[src/inc/frs_consts.svh]
// Timing, threshold and reset constants for the fault and restart supervisor.
// Assumes a single 25 MHz clock; all long times are counted in 1 ms ticks.
`ifndef FRS_CONSTS_SVH
`define FRS_CONSTS_SVH

`define CLK_HZ 25000000
`define TICK_TIME_US 1000
`define RESTART_DELAY_S 1
`define OV_WINDOW_S 60
`define ADDR_SETTLE_S 15
`define SERVICE_PHASE_MS 500
`define OV_RETRY_LIMIT 2'h3
`define FAN_SPREAD_PCT 20
`define ADDR_DEFAULT_LOW 4'h0
`define STATUS_RESET 8'h00
`define ALARM_RESET 10'h000

`endif

[src/inc/frs_pkg.sv]
// Types shared by the fault and restart supervisor and its helpers.
// Assumes nothing beyond a SystemVerilog compiler.
package frs_pkg;

  // Supervisor states, one-hot.
  typedef enum logic [5:0] {
    ST_OFF      = 6'b000001,
    ST_PRECHECK = 6'b000010,
    ST_WAIT_CMD = 6'b000100,
    ST_ON       = 6'b001000,
    ST_RETRY    = 6'b010000,
    ST_LATCHED  = 6'b100000
  } sup_state_t;

  // One bit per shutdown cause; also used for the latch-off selection.
  typedef struct packed {
    logic ov;
    logic oc;
    logic ot;
  } shut_t;

  typedef struct packed {
    logic restart_ok;
    logic latched_off;
    logic waiting_cmd;
    logic output_on;
    logic ext_fault;
    shut_t fault;
  } status_t;

  // Info bit 0 is the overtemp_warning alarm.
  typedef struct packed {
    logic fan_wear;
    logic [8:0] info;
  } alarm_t;

  typedef struct packed {
    logic input_good_lamp;
    logic output_good_lamp;
    logic fault_lamp;
    logic service_lamp;
  } lamps_t;

endpackage : frs_pkg

[src/rtl/fan_spread_check.sv]
// Flags a spread between two fan speed readings above the wear threshold.
// Assumes both readings are unsigned and synchronous to the clock.
`timescale 1ns/1ps
`include "frs_consts.svh"
module fan_spread_check (
  input wire logic clk, // System clock.
  input wire logic reset_n, // Synchronous reset, active low.
  input wire logic [7:0] fan_a, // First fan speed.
  input wire logic [7:0] fan_b, // Second fan speed.
  output logic wear // High while speeds differ too much.
);
  logic [7:0] diff;
  logic [7:0] top;
  logic [15:0] lhs;
  logic [15:0] rhs;

  // Percent compare without a divider: diff*100 against pct*larger speed.
  always_comb begin
    top = (fan_a > fan_b) ? fan_a : fan_b;
    diff = (fan_a > fan_b) ? fan_a - fan_b : fan_b - fan_a;
    lhs = 16'(diff) * 16'h0064;
    rhs = 16'(top) * 16'(`FAN_SPREAD_PCT);
  end

  always_ff @(posedge clk) begin
    if (!reset_n) begin
      wear <= 1'b0;
    end else begin
      wear <= lhs > rhs;
    end
  end
endmodule : fan_spread_check

[src/rtl/fault_restart_supervisor.sv]
// Fault-management and restart supervisor of a rack power supply.
// Assumes all inputs synchronous to clk; faults arrive as live levels from
// the protection logic and the management controller drives the strobes.
`timescale 1ns/1ps
`include "frs_consts.svh"

// What this block does
// - Per-cause latch-off selection for OV, OT, OC.
// - Successful restart clears alarms, sets restart flag.
// - OC and OT auto-restart unless configured latch.
// - OV retries three times, 1 s apart, then latches.
// - Under four OV shutdowns per minute resets count.
// - Alert only in final state; contents keep updating.
// - Fault bits sticky; operational bits track live.
// - External faults never light fault lamp or pin.
// - Input lamp blinks out of range, off absent.
// - Power-up alert unless back-biased; insertion always alerts.
// - Status changes alert; clear-faults itself does not.
// - Default address low bits zero for 15 s.
// - Matching bus voltage lets output turn on.
// - Mismatched bus voltage waits for commanded voltage.
// - Bus under 40 V turns on directly.
// - Information alarms flagged without any shutdown.
// - Fan spread over 20 percent flags wear.
// - Output lamp steady, blinking in limit or overload, else off.
// - Fault lamp steady on shutdown, blinks overtemp warning in bus mode.
// - Service lamp flashes half second on and off.
module fault_restart_supervisor #(
  parameter int unsigned TICK_CYCLES = `CLK_HZ / 1000000 * `TICK_TIME_US,
  parameter int unsigned RESTART_MS = `RESTART_DELAY_S * 1000,
  parameter int unsigned WINDOW_MS = `OV_WINDOW_S * 1000,
  parameter int unsigned ADDR_MS = `ADDR_SETTLE_S * 1000,
  parameter int unsigned BLINK_MS = `SERVICE_PHASE_MS
) (
  input wire logic clk, // System clock, 25 MHz.
  input wire logic reset_n, // Synchronous reset, active low.
  input wire logic enable_pin, // Remote on/off pin, high for on.
  input wire logic op_on, // Operation command output on.
  input wire logic vout_cmd_strobe, // Controller commanded an output voltage.
  input wire frs_pkg::shut_t fault_live, // Live internal shutdown causes.
  input wire frs_pkg::shut_t latch_cfg, // Fault response: 1 latches off.
  input wire logic ext_overload, // External overload present.
  input wire logic input_out_of_range, // Input out of range, power left.
  input wire logic input_absent, // Input completely gone.
  input wire logic back_biased, // Held up through bias or standby rail.
  input wire logic hot_insert, // Pulse on insertion into a live system.
  input wire logic bus_v_match, // Bus voltage equals commanded setpoint.
  input wire logic bus_v_below_40, // Bus voltage below 40 V.
  input wire logic output_present, // Main output voltage present.
  input wire logic power_limit, // Unit in power or current limit.
  input wire logic bus_iface_mode, // Management bus mode selected.
  input wire logic [8:0] info_alarm, // Information-only alarm conditions.
  input wire logic [7:0] fan_speed_a, // First fan speed.
  input wire logic [7:0] fan_speed_b, // Second fan speed.
  input wire logic [6:0] addr_sensed, // Address derived from backplane.
  input wire logic service_req, // Service lamp requested.
  input wire logic clear_faults, // Clear-faults command pulse.
  output logic main_on, // Main output enable.
  output frs_pkg::status_t status, // Status register contents.
  output frs_pkg::alarm_t alarm, // Alarm register contents.
  output logic smbalert_n, // Bus alert, active low.
  output logic fault_pin, // Fault output pin, high on fault.
  output frs_pkg::lamps_t lamps, // Front-panel lamp drives.
  output logic [6:0] bus_addr, // Address the unit answers at.
  output logic addr_ready // Address derivation finished.
);
  import frs_pkg::*;

  sup_state_t state, next_state;
  shut_t latch_cause;
  logic tick, fan_wear, any_off, go_latch, restart_ev, ov_shut, delay_done, ov_limit;
  logic blink, clr_d, pending, boot_done, change;
  logic [1:0] ov_count;
  logic [16:0] delay_cnt, window_cnt, addr_cnt, blink_cnt;
  logic [17:0] snap, prev_snap;

  // States in which a pending alert may be announced; the registers keep updating in every state.
  function automatic logic is_final(input sup_state_t s);
    is_final = (s != ST_RETRY) && (s != ST_PRECHECK);
  endfunction : is_final

  tick_divider #(.DIV(TICK_CYCLES)) u_tick (
    .clk(clk),
    .reset_n(reset_n),
    .tick(tick)
  );

  fan_spread_check u_fan (
    .clk(clk),
    .reset_n(reset_n),
    .fan_a(fan_speed_a),
    .fan_b(fan_speed_b),
    .wear(fan_wear)
  );

  // Off requests. The two-second hold that clears a latch is the controller's job.
  assign any_off = !enable_pin || !op_on || input_absent;
  assign ov_shut = (state == ST_ON) && fault_live.ov && !any_off;
  assign delay_done = delay_cnt == 17'(RESTART_MS);
  assign go_latch = (|(fault_live & latch_cfg)) || (fault_live.ov && ov_count == `OV_RETRY_LIMIT);
  assign restart_ev = (state == ST_RETRY) && (next_state == ST_ON);

  // Next-state decision; any off request wins and also drops a latch.
  always_comb begin
    next_state = state;
    case (state)
      ST_OFF: begin
        if (!any_off) next_state = ST_PRECHECK;
      end
      ST_PRECHECK: begin
        if (bus_v_below_40 || bus_v_match) next_state = ST_ON;
        else next_state = ST_WAIT_CMD;
      end
      ST_WAIT_CMD: begin
        if (vout_cmd_strobe) next_state = ST_ON;
      end
      ST_ON: begin
        if (|fault_live) next_state = go_latch ? ST_LATCHED : ST_RETRY;
      end
      ST_RETRY: begin
        if (delay_done && !(|fault_live)) next_state = ST_ON;
      end
      ST_LATCHED: begin
        // Switching a cause back to restart releases without any hold.
        if (!ov_limit && !(|(latch_cause & latch_cfg))) next_state = ST_RETRY;
      end
      default: next_state = ST_OFF;
    endcase
    if (any_off) next_state = ST_OFF;
  end

  always_ff @(posedge clk) begin
    if (!reset_n) state <= ST_OFF;
    else state <= next_state;
  end

  // Restart delay counter, only alive in the retry state.
  always_ff @(posedge clk) begin
    if (!reset_n || state != ST_RETRY) delay_cnt <= 17'h0;
    else if (tick && !delay_done) delay_cnt <= delay_cnt + 17'h1;
  end

  always_ff @(posedge clk) begin
    if (!reset_n || state == ST_OFF) begin
      ov_count <= 2'h0;
      window_cnt <= 17'h0;
    end else if (ov_shut) begin
      if (ov_count == 2'h0) window_cnt <= 17'h0;
      if (ov_count != `OV_RETRY_LIMIT) ov_count <= ov_count + 2'h1;
    end else if (ov_count != 2'h0 && tick) begin
      if (window_cnt == 17'(WINDOW_MS - 1)) begin
        ov_count <= 2'h0;
        window_cnt <= 17'h0;
      end else begin
        window_cnt <= window_cnt + 17'h1;
      end
    end
  end

  // Latch causes; the over-voltage count latch only drops with an off request.
  always_ff @(posedge clk) begin
    if (!reset_n || state == ST_OFF) begin
      ov_limit <= 1'b0;
      latch_cause <= '0;
    end else begin
      if (ov_shut && ov_count == `OV_RETRY_LIMIT) ov_limit <= 1'b1;
      if (state == ST_ON && next_state == ST_LATCHED) latch_cause <= fault_live & latch_cfg;
    end
  end

  always_ff @(posedge clk) begin
    if (!reset_n) begin
      status <= `STATUS_RESET;
    end else begin
      status.fault <= (clear_faults ? 3'h0 : status.fault) | fault_live;
      status.restart_ok <= restart_ev | (status.restart_ok & !clear_faults);
      status.latched_off <= next_state == ST_LATCHED;
      status.waiting_cmd <= next_state == ST_WAIT_CMD;
      status.output_on <= next_state == ST_ON;
      status.ext_fault <= ext_overload | input_out_of_range;
    end
  end

  always_ff @(posedge clk) begin
    if (!reset_n) begin
      alarm <= `ALARM_RESET;
    end else if (restart_ev) begin
      alarm <= {fan_wear, info_alarm};
    end else begin
      alarm <= (clear_faults ? `ALARM_RESET : alarm) | {fan_wear, info_alarm};
    end
  end

  // Changes caused by a clear are filtered by the delayed clear flag.
  assign snap = {status, alarm};
  assign change = (snap != prev_snap) && !clr_d;

  always_ff @(posedge clk) begin
    if (!reset_n) begin
      prev_snap <= 18'h0;
      clr_d <= 1'b0;
      boot_done <= 1'b0;
    end else begin
      prev_snap <= snap;
      clr_d <= clear_faults;
      boot_done <= 1'b1;
    end
  end

  // alert source; a new event wins over a clear.
  always_ff @(posedge clk) begin
    if (!reset_n) pending <= 1'b0;
    else pending <= (pending & !clear_faults) | change | hot_insert
                    | (!boot_done && !back_biased);
  end

  always_ff @(posedge clk) begin
    if (!reset_n) smbalert_n <= 1'b1;
    else smbalert_n <= !(pending && is_final(state));
  end

  always_ff @(posedge clk) begin
    if (!reset_n) begin
      main_on <= 1'b0;
      fault_pin <= 1'b0;
    end else begin
      main_on <= next_state == ST_ON;
      fault_pin <= (next_state == ST_RETRY) || (next_state == ST_LATCHED);
    end
  end

  always_ff @(posedge clk) begin
    if (!reset_n) begin
      blink_cnt <= 17'h0;
      blink <= 1'b0;
    end else if (tick) begin
      if (blink_cnt == 17'(BLINK_MS - 1)) begin
        blink_cnt <= 17'h0;
        blink <= !blink;
      end else begin
        blink_cnt <= blink_cnt + 17'h1;
      end
    end
  end

  // Lamp patterns; all share one blink phase so they flash together.
  always_ff @(posedge clk) begin
    if (!reset_n) begin
      lamps <= '0;
    end else begin
      lamps.input_good_lamp <= !input_absent && (!input_out_of_range || blink);
      lamps.output_good_lamp <= output_present && main_on
                                && (!(power_limit || ext_overload) || blink);
      lamps.fault_lamp <= ((next_state == ST_RETRY) || (next_state == ST_LATCHED))
                          || (bus_iface_mode && info_alarm[0] && blink);
      lamps.service_lamp <= service_req && blink;
    end
  end

  always_ff @(posedge clk) begin
    if (!reset_n || hot_insert) begin
      addr_cnt <= 17'h0;
      addr_ready <= 1'b0;
      bus_addr <= 7'h0;
    end else begin
      if (tick && !addr_ready) addr_cnt <= addr_cnt + 17'h1;
      addr_ready <= addr_cnt >= 17'(ADDR_MS);
      bus_addr <= addr_ready ? addr_sensed : {addr_sensed[6:4], `ADDR_DEFAULT_LOW};
    end
  end
endmodule : fault_restart_supervisor

[src/rtl/tick_divider.sv]
// Divides the system clock into a one-cycle enable pulse.
// Assumes a free-running clock and a synchronous active-low reset.
`timescale 1ns/1ps
module tick_divider #(
  parameter int unsigned DIV = 25000
) (
  input wire logic clk, // System clock.
  input wire logic reset_n, // Synchronous reset, active low.
  output logic tick // One-cycle pulse every DIV cycles.
);
  logic [31:0] count;

  // Counter wraps at DIV and fires the pulse on the wrap.
  always_ff @(posedge clk) begin
    if (!reset_n) begin
      count <= 32'h0;
      tick <= 1'b0;
    end else if (count == DIV - 1) begin
      count <= 32'h0;
      tick <= 1'b1;
    end else begin
      count <= count + 32'h1;
      tick <= 1'b0;
    end
  end
endmodule : tick_divider

[config.mk]
export PLATFORM = sky130hd
export DESIGN_NAME = fault_restart_supervisor
export DESIGN_NICKNAME = d
export VERILOG_FILES = /design/src/inc/frs_pkg.sv /design/src/rtl/fan_spread_check.sv /design/src/rtl/fault_restart_supervisor.sv /design/src/rtl/tick_divider.sv
export VERILOG_INCLUDE_DIRS = /design/src /design/src/inc
export SDC_FILE = /design/constraint.sdc
export NUM_CORES = 1
export LEC_CHECK = 0
export BUFFER_PORTS_ARGS = -buffer_cell sky130_fd_sc_hd__buf_2
export CAP_MARGIN = 20
export CORE_ASPECT_RATIO = 1.2
export CORE_MARGIN = 2
export CORE_UTILIZATION = 35
export DETAILED_ROUTE_END_ITERATION = 8
export GPL_TIMING_DRIVEN = 0
export RECOVER_POWER = 100
export SYNTH_ARGS = -nofsm -noshare
export SYNTH_HDL_FRONTEND = slang
export SYNTH_SLANG_ARGS = --single-unit
export TNS_END_PERCENT = 10
[constraint.sdc]
create_clock -name clk -period 8.7 [get_ports clk]
set_input_delay 0 -clock clk [delete_from_list [all_inputs] [get_ports clk]]
set_output_delay 0 -clock clk [all_outputs]
set_load 0.005 [all_outputs]
==> results of run 1 <==
## metal layers
layer | global-route usage | routed length, um | vias up
met2 | 0.262 | 9970 | 113
li1 | - | - | 4000
met4 | 0.0553 | 422 | 0
met5 | 0 | 0 | -
met3 | 0.0306 | 720 | 24
met1 | 0.193 | 9910 | 3573
## synthesized netlist by cell type (16+ instances only)
library cell	count
ha_1	74
nand4_1	31
and3_1	33
nor4_1	16
nand3_1	32
dfxtp_1	168
o21ai_0	38
nand2_1	79
nor3b_1	17
xor2_1	60
nor3_1	19
clkbuf_1	20
and2_1	27
xnor2_1	46
inv_1	58
nor2_1	141
a21oi_1	51
## power by group through the flow
stage               logic [mW]  registers (mW)  clock network (mW)
floorplan                0.587           0.811                   0
global placement         0.751           0.812                   0
detailed placement       0.757           0.813                   0
CTS                      0.777           0.795               0.762
global route             0.886           0.797               0.791
finish                   0.764           0.795               0.743
## cells in the final DEF (no fill, tap or decap), types with 31 or more instances in the layout
| cell type | Yosys | final |
|---|---|---|
| a21oi_1 | 51 | 51 |
| and3_1 | 33 | 33 |
| buf_2 | 5 | 70 |
| clkbuf_1 | 20 | 43 |
| dfxtp_1 | 168 | 168 |
| dlygate4sd3_1 | 0 | 36 |
| ha_1 | 74 | 74 |
| inv_1 | 58 | 58 |
| nand2_1 | 79 | 79 |
| nand3_1 | 32 | 32 |
| nand4_1 | 31 | 31 |
| nor2_1 | 141 | 141 |
| o21ai_0 | 38 | 38 |
| xnor2_1 | 46 | 46 |
| xor2_1 | 60 | 60 |
## timing repair
action,4_1_cts,5_1_grt
buffers inserted,0,0
hold endpoints to repair,32,0
hold buffers,36,0
endpoints found under the setup margin,0,0
## registers in the layout, summed over array words and instances, names as in the netlist, 2 cells and up
signal,count
delay_cnt,17
prev_snap,18
status,7
lamps,4
bus_addr,7
latch_cause,3
u_tick.count,32
ov_count,2
state,6
blink_cnt,17
addr_cnt,17
window_cnt,17
alarm,10
## metrics by stage
step | total power, mW | instances | hold WS, ns | setup slack [ns] | area (sq um)
finish | 2.30 | 1559 | 0.0838 | 2.30 | 11000
global route | 2.47 | 1559 | 0.117 | 1.78 | 11000
CTS | 2.33 | 1559 | 0.0861 | 2.97 | 11000
detailed placement | 1.57 | 1492 | 0.164 | 2.53 | 10100
global placement | 1.56 | 1492 | 0.167 | 2.51 | 10100
floorplan | 1.40 | 1070 | 0.0277 | 3.44 | 9250
## cell families (layout without fill, tap and decap cells)
kind of cell,count (synthesis),after routing,synth area share
DFF,168,168,0.364
adders and majority gates,81,81,0.114
AOI/OAI and AO/OA,161,161,0.115
buffers and inverters,89,243,0.0396
and+or+nand+nor,449,449,0.246
muxes,15,15,0.0188
xor gates and xnor gates,107,107,0.102
## how the worst min path moves through the flow
stage                    start  cells after the start  slack, ns         to
CTS                 enable_pin                      5       0.09  status[6]
finish              enable_pin                      5       0.08   state[4]
global route        enable_pin                      5       0.12   state[4]
global placement       reset_n                      1       0.17  boot_done
floorplan              reset_n                      0       0.03  boot_done
detailed placement     reset_n                      1       0.16  boot_done
## area by class of cell
type                            count  area [sq um]  area share
Sequential cell                   168          3360       0.306
Clock inverter                     13           136      0.0124
Buffer                             31           146      0.0133
Clock buffer                       18           439      0.0400
Timing Repair Buffer              123           771      0.0701
Tap cell                          335           419      0.0381
Inverter                           58           218      0.0198
Multi-Input combinational cell    813          5500       0.500
## critical path: cells and delay by family
kind                     cells  cell delay, ns
AO/OA/AOI/OAI                8            2.36
XOR/XNOR                     2            0.46
adder cells (fa/ha/maj)      7            2.31
buffers and inverters        5            0.34
AND/OR/NAND/NOR              6            0.95
multiplexers                 1            0.29
==> results by group, run 1 <==
Outcome
  – Status: complete, but fails checks
  – Failing checks: max-capacitance violations, max-slew violations

Synth
  – Post-Syn Instances: between 1000 and 1500
  – Sequential area share after synthesis: 0.364
  – Post-Syn Area per Cell: 8.64 sq um
  – Post-synth cell types: 75
  – Primary FF master, synth: dfxtp_1
  – Synth top area cells: dfxtp_1, ha_1, nor2_1, xor2_1, xnor2_1
  – Syn_nets: roughly 1200
  – Yosys reg bits: ~170
  – FFs w/ async S/R, synth: 0
  – EDFF count, synth: 0
  – Post-synth top area cell: dfxtp_1
  – Synthesized cell area: ~0.0092 sq mm
  – Yosys Warn Count: 0
  – Yosys top cell area share: 0.364

Cells and area
  – Fill cells: about 2600
  – Antenna cells: 0
  – Layout overhead on the synthesized area: 18.9%
  – Final Core Density: 0.421
  – Final net count: between 1000 and 1500
  – Share of layout cells above drive strength 1: 0.103

GRT
  – Vias in the first global route: around 7400
  – Grt ovf: 0
  – Overall routing resource usage: 0.154
  – First-pass GRT wire length: ~35000 um
  – Largest net degree at the start of global routing: 17
  – Initial antenna violation count: 0

Worst setup path
  – Crit. End Element: flip-flop
  – Reg2reg start: state[0]
  – Critical path class: in2reg
  – Slowest stage cell, crit path: o31ai_1
  – Reg2reg setup slack: 5.96 ns
  – Worst path most repeated cell: ha_1
  – Worst stage delay on the critical path: about 1.2 ns
  – Critical Path Fanout Max: 8
  – Critical path endpoint: u_fan.wear
  – Nature of the critical path startpoint: input port
  – Worst Path Required: approximately 9 ns
  – Reg-to-Reg End: alarm[2]
  – CP startpoint: fan_speed_a[0]
  – R2R cell count: 8
  – Worst EP arrival: between 6 and 7 ns

Die
  – Starting density of the core: 0.354
  – Die area: about 0.028 sq mm
  – Core ar.: between 0.02 and 0.03 sq mm
  – Height of the die: ~180 um
  – IO Count: approximately 90
  – FP Rows: 65
  – Die X: around 150 um

Route
  – Via count: 7710
  – ANT nets after route: 0
  – WL final: about 21000 um
  – Iter 0 DRT Violations: between 300 and 400
  – Pre-Repair DR Iteration Count: 4
  – DRC: 0
  – WL/cell: ~13 um
  – Vias/cell: 4.95

Placement
  – Post-DP HPWL: between 15000 and 20000 um
  – Port bufs: 87
  – Final Wtd Congestion: slightly above 0.8

STA
  – Fmax: 156 MHz
  – Post-layout min period: 6.40 ns
  – Final period utilization: 0.736
  – Tightest Pin Transition: 1.50 ns
  – Unrepaired setup endpoints after global routing: false
  – Final hold violations: 0
  – Final Skew: 0.00889 ns
  – Endpoints failing setup: 0
  – Max Slew Vio Count: 9
  – Relative slew slack: -0.0101
  – Setup TNS: 0 ns

Clocking
  – Root Driver: clkbuf_16
  – Max clock buf depth: 2
  – CTS Sinks: between 150 and 200
  – CTS Buf Count: 17
  – CTS resizes: 0
  – Clk_lat worst skew: between 0.4 and 0.5 ns
  – H-tree depth: 4
  – TritonCTS clock tree: built
  – Clock transition at path regs: about 0.070 ns

Pwr
  – Combinational fraction of design power: 0.332
  – Psw: ~0.75 mW
  – Leakage: between 4 and 5 nW
  – Switching Share: 0.327
  – Power Density: approximately 210 mW/mm^2
  – Clk pwr share: 0.323
  – Cell Int Power: between 1.5 and 2 mW
  – Sequential power share: 0.345
  – Peak VDD IR: 206 uV

Hold path
  – Min-delay worst type: in2reg

Run
  – Max Cap Viol: 1
(Power assumes the default switching activity.)
==> run 2: changes to the inputs <==
==> constraint.sdc (replaced) <==
create_clock -name clk -period 6.51 [get_ports clk]
set_input_delay 0 -clock clk [delete_from_list [all_inputs] [get_ports clk]]
set_output_delay 0 -clock clk [all_outputs]
set_load 0.005 [all_outputs]
==> run 2 against run 1 <==
- the flow now finishes without violations
- wire length is essentially flat
- clock skew stayed put
- critical path depth is the same
- largest power group unchanged
==> results by group, run 2 (synthesized netlist as in run 1, its figures left out) <==
Clocking
  – H-tree depth: 4
  – Max clock buf depth: 2
  – CTS Buf Count: 17
  – CTS Sinks: ~170
  – Clk_lat worst skew: between 0.4 and 0.5 ns
  – TritonCTS clock tree: built
  – Clock transition at path regs: 0.07 ns
  – Root Driver: clkbuf_16

STA
  – Final Skew: 0.00889 ns
  – Post-layout min period: between 5 and 6 ns
  – Endpoints failing setup: 0
  – Final hold violations: 0
  – Fmax: 177 MHz
  – Final period utilization: 0.870
  – Relative slew slack: 0.361
  – Tightest Pin Transition: 0.951 ns
  – Setup TNS: 0 ns
  – Max Slew Vio Count: 0
  – Unrepaired setup endpoints after global routing: false

Worst setup path
  – Worst stage delay on the critical path: around 0.52 ns
  – CP bufs+invs: 5
  – Top Family by Delay on Critical Path: adder cells
  – Worst Path Required: slightly below 7 ns
  – Critical Path Fanout Max: 8
  – Worst EP arrival: slightly below 6 ns
  – Worst path most repeated cell: ha_1
  – Critical path class: in2reg
  – Nature of the critical path startpoint: input port
  – Crit. End Element: flip-flop
  – Slowest stage cell, crit path: o31ai_4

GRT
  – Grt ovf: 0
  – First-pass GRT wire length: roughly 35000 um
  – Overall routing resource usage: 0.154
  – Initial antenna violation count: 0
  – Largest net degree at the start of global routing: 17
  – Vias in the first global route: 7376

Route
  – Pre-Repair DR Iteration Count: 4
  – ANT nets after route: 0
  – Vias/cell: just under 5
  – DRC: 0
  – Iter 0 DRT Violations: 354
  – WL final: about 21000 um
  – WL/cell: 13.5 um
  – Via count: just under 8000

Die
  – Die X: 152 um
  – Height of the die: approximately 180 um
  – Die area: 0.0277 sq mm
  – FP Rows: 65
  – IO Count: between 80 and 90
  – Starting density of the core: 0.354
  – Core ar.: around 0.026 sq mm

Placement
  – Port bufs: 87
  – Final Wtd Congestion: ~0.83
  – Post-DP HPWL: 15800 um

Pwr
  – Power Density: ~280 mW/mm^2
  – Leakage: 4.44 nW
  – Peak VDD IR: 275 uV
  – Overall power: 3.08 mW

Cells and area
  – Most flop-heavy register: u_tick.count
  – Fill cells: about 2600
  – Layout overhead on the synthesized area: 19.0%
  – Share of layout cells above drive strength 1: 0.104
  – Antenna cells: 0
  – Max reg flops: 32
  – Final Core Density: 0.422
  – Commonest non-fill, non-tap cells in the layout: dfxtp_1, nor2_1, nand2_1
  – Commonest non-fill, non-tap cell in the layout: dfxtp_1
  – Largest regs: u_tick.count: 32 flops, prev_snap: 18 flops
  – Final net count: 1347

Outcome
  – Status: finished clean

Run
  – Max Cap Viol: 0

Hold path
  – Min-delay worst type: in2reg
## run 2: cell count changes in the layout (fill, tap and decap cells not counted)
cell,change
o31ai_1,-1
o31ai_4,+1
## run 2: tightest hold or removal path: stages
cell and delay [ns]:
buf_2 0.10, nand3b_1 0.13, a21oi_1 0.10, nand2_1 0.09, nor2_1 0.04
## run 2: stage by stage
stage	setup WS, ns	cell area [sq um]	cells	hold slack, ns
after global routing	0.349	11000	1559	0.117
after global placement	0.320	10100	1492	0.167
after CTS	0.783	11000	1559	0.0861
after detailed placement	0.342	10100	1492	0.164
after floorplan	1.25	9250	1070	0.0277
final	0.846	11000	1559	0.0857
## run 2: final timing paths
kind	from	endpoint	cells past startpoint	slack, ns
worst min-delay path	enable_pin	state[4]	5	0.09
worst min register to register	pending	smbalert_n	1	0.42
worst max-delay path	fan_speed_a[0]	u_fan.wear	29	0.85
worst max register to register	state[0]	alarm[2]	8	3.77
## run 2: cell type report
class	count	area [sq um]	area share
Multi-Input combinational cell	813	5510	0.501
Sequential cell	168	3360	0.306
Timing Repair Buffer	123	771	0.0700
Clock buffer	18	439	0.0399
Tap cell	335	419	0.0381
Inverter	58	218	0.0198
Buffer	31	146	0.0133
Clock inverter	13	136	0.0124
## run 2: report_power, final
group | leakage (nW) | internal, mW | total, mW | switching, mW
logic | 2.80 | 0.477 | 1.02 | 0.546
registers | 1.36 | 1.05 | 1.06 | 0.0144
clock network | 0.280 | 0.547 | 0.992 | 0.445
## run 2: what timing repair did
| item | in CTS | in global routing |
|---|---|---|
| hold buffers | 36 | 0 |
| hold endpoints to repair | 32 | 0 |
| setup buffers | 0 | 0 |
| gates resized for setup | 0 | 0 |
## run 2: per-layer routing
metal,track usage,up-vias,routed length (um)
met4,0.0553,0,422
met3,0.0306,24,729
li1,-,3999,-
met5,0,-,0
met2,0.262,116,9970
met1,0.193,3566,9890
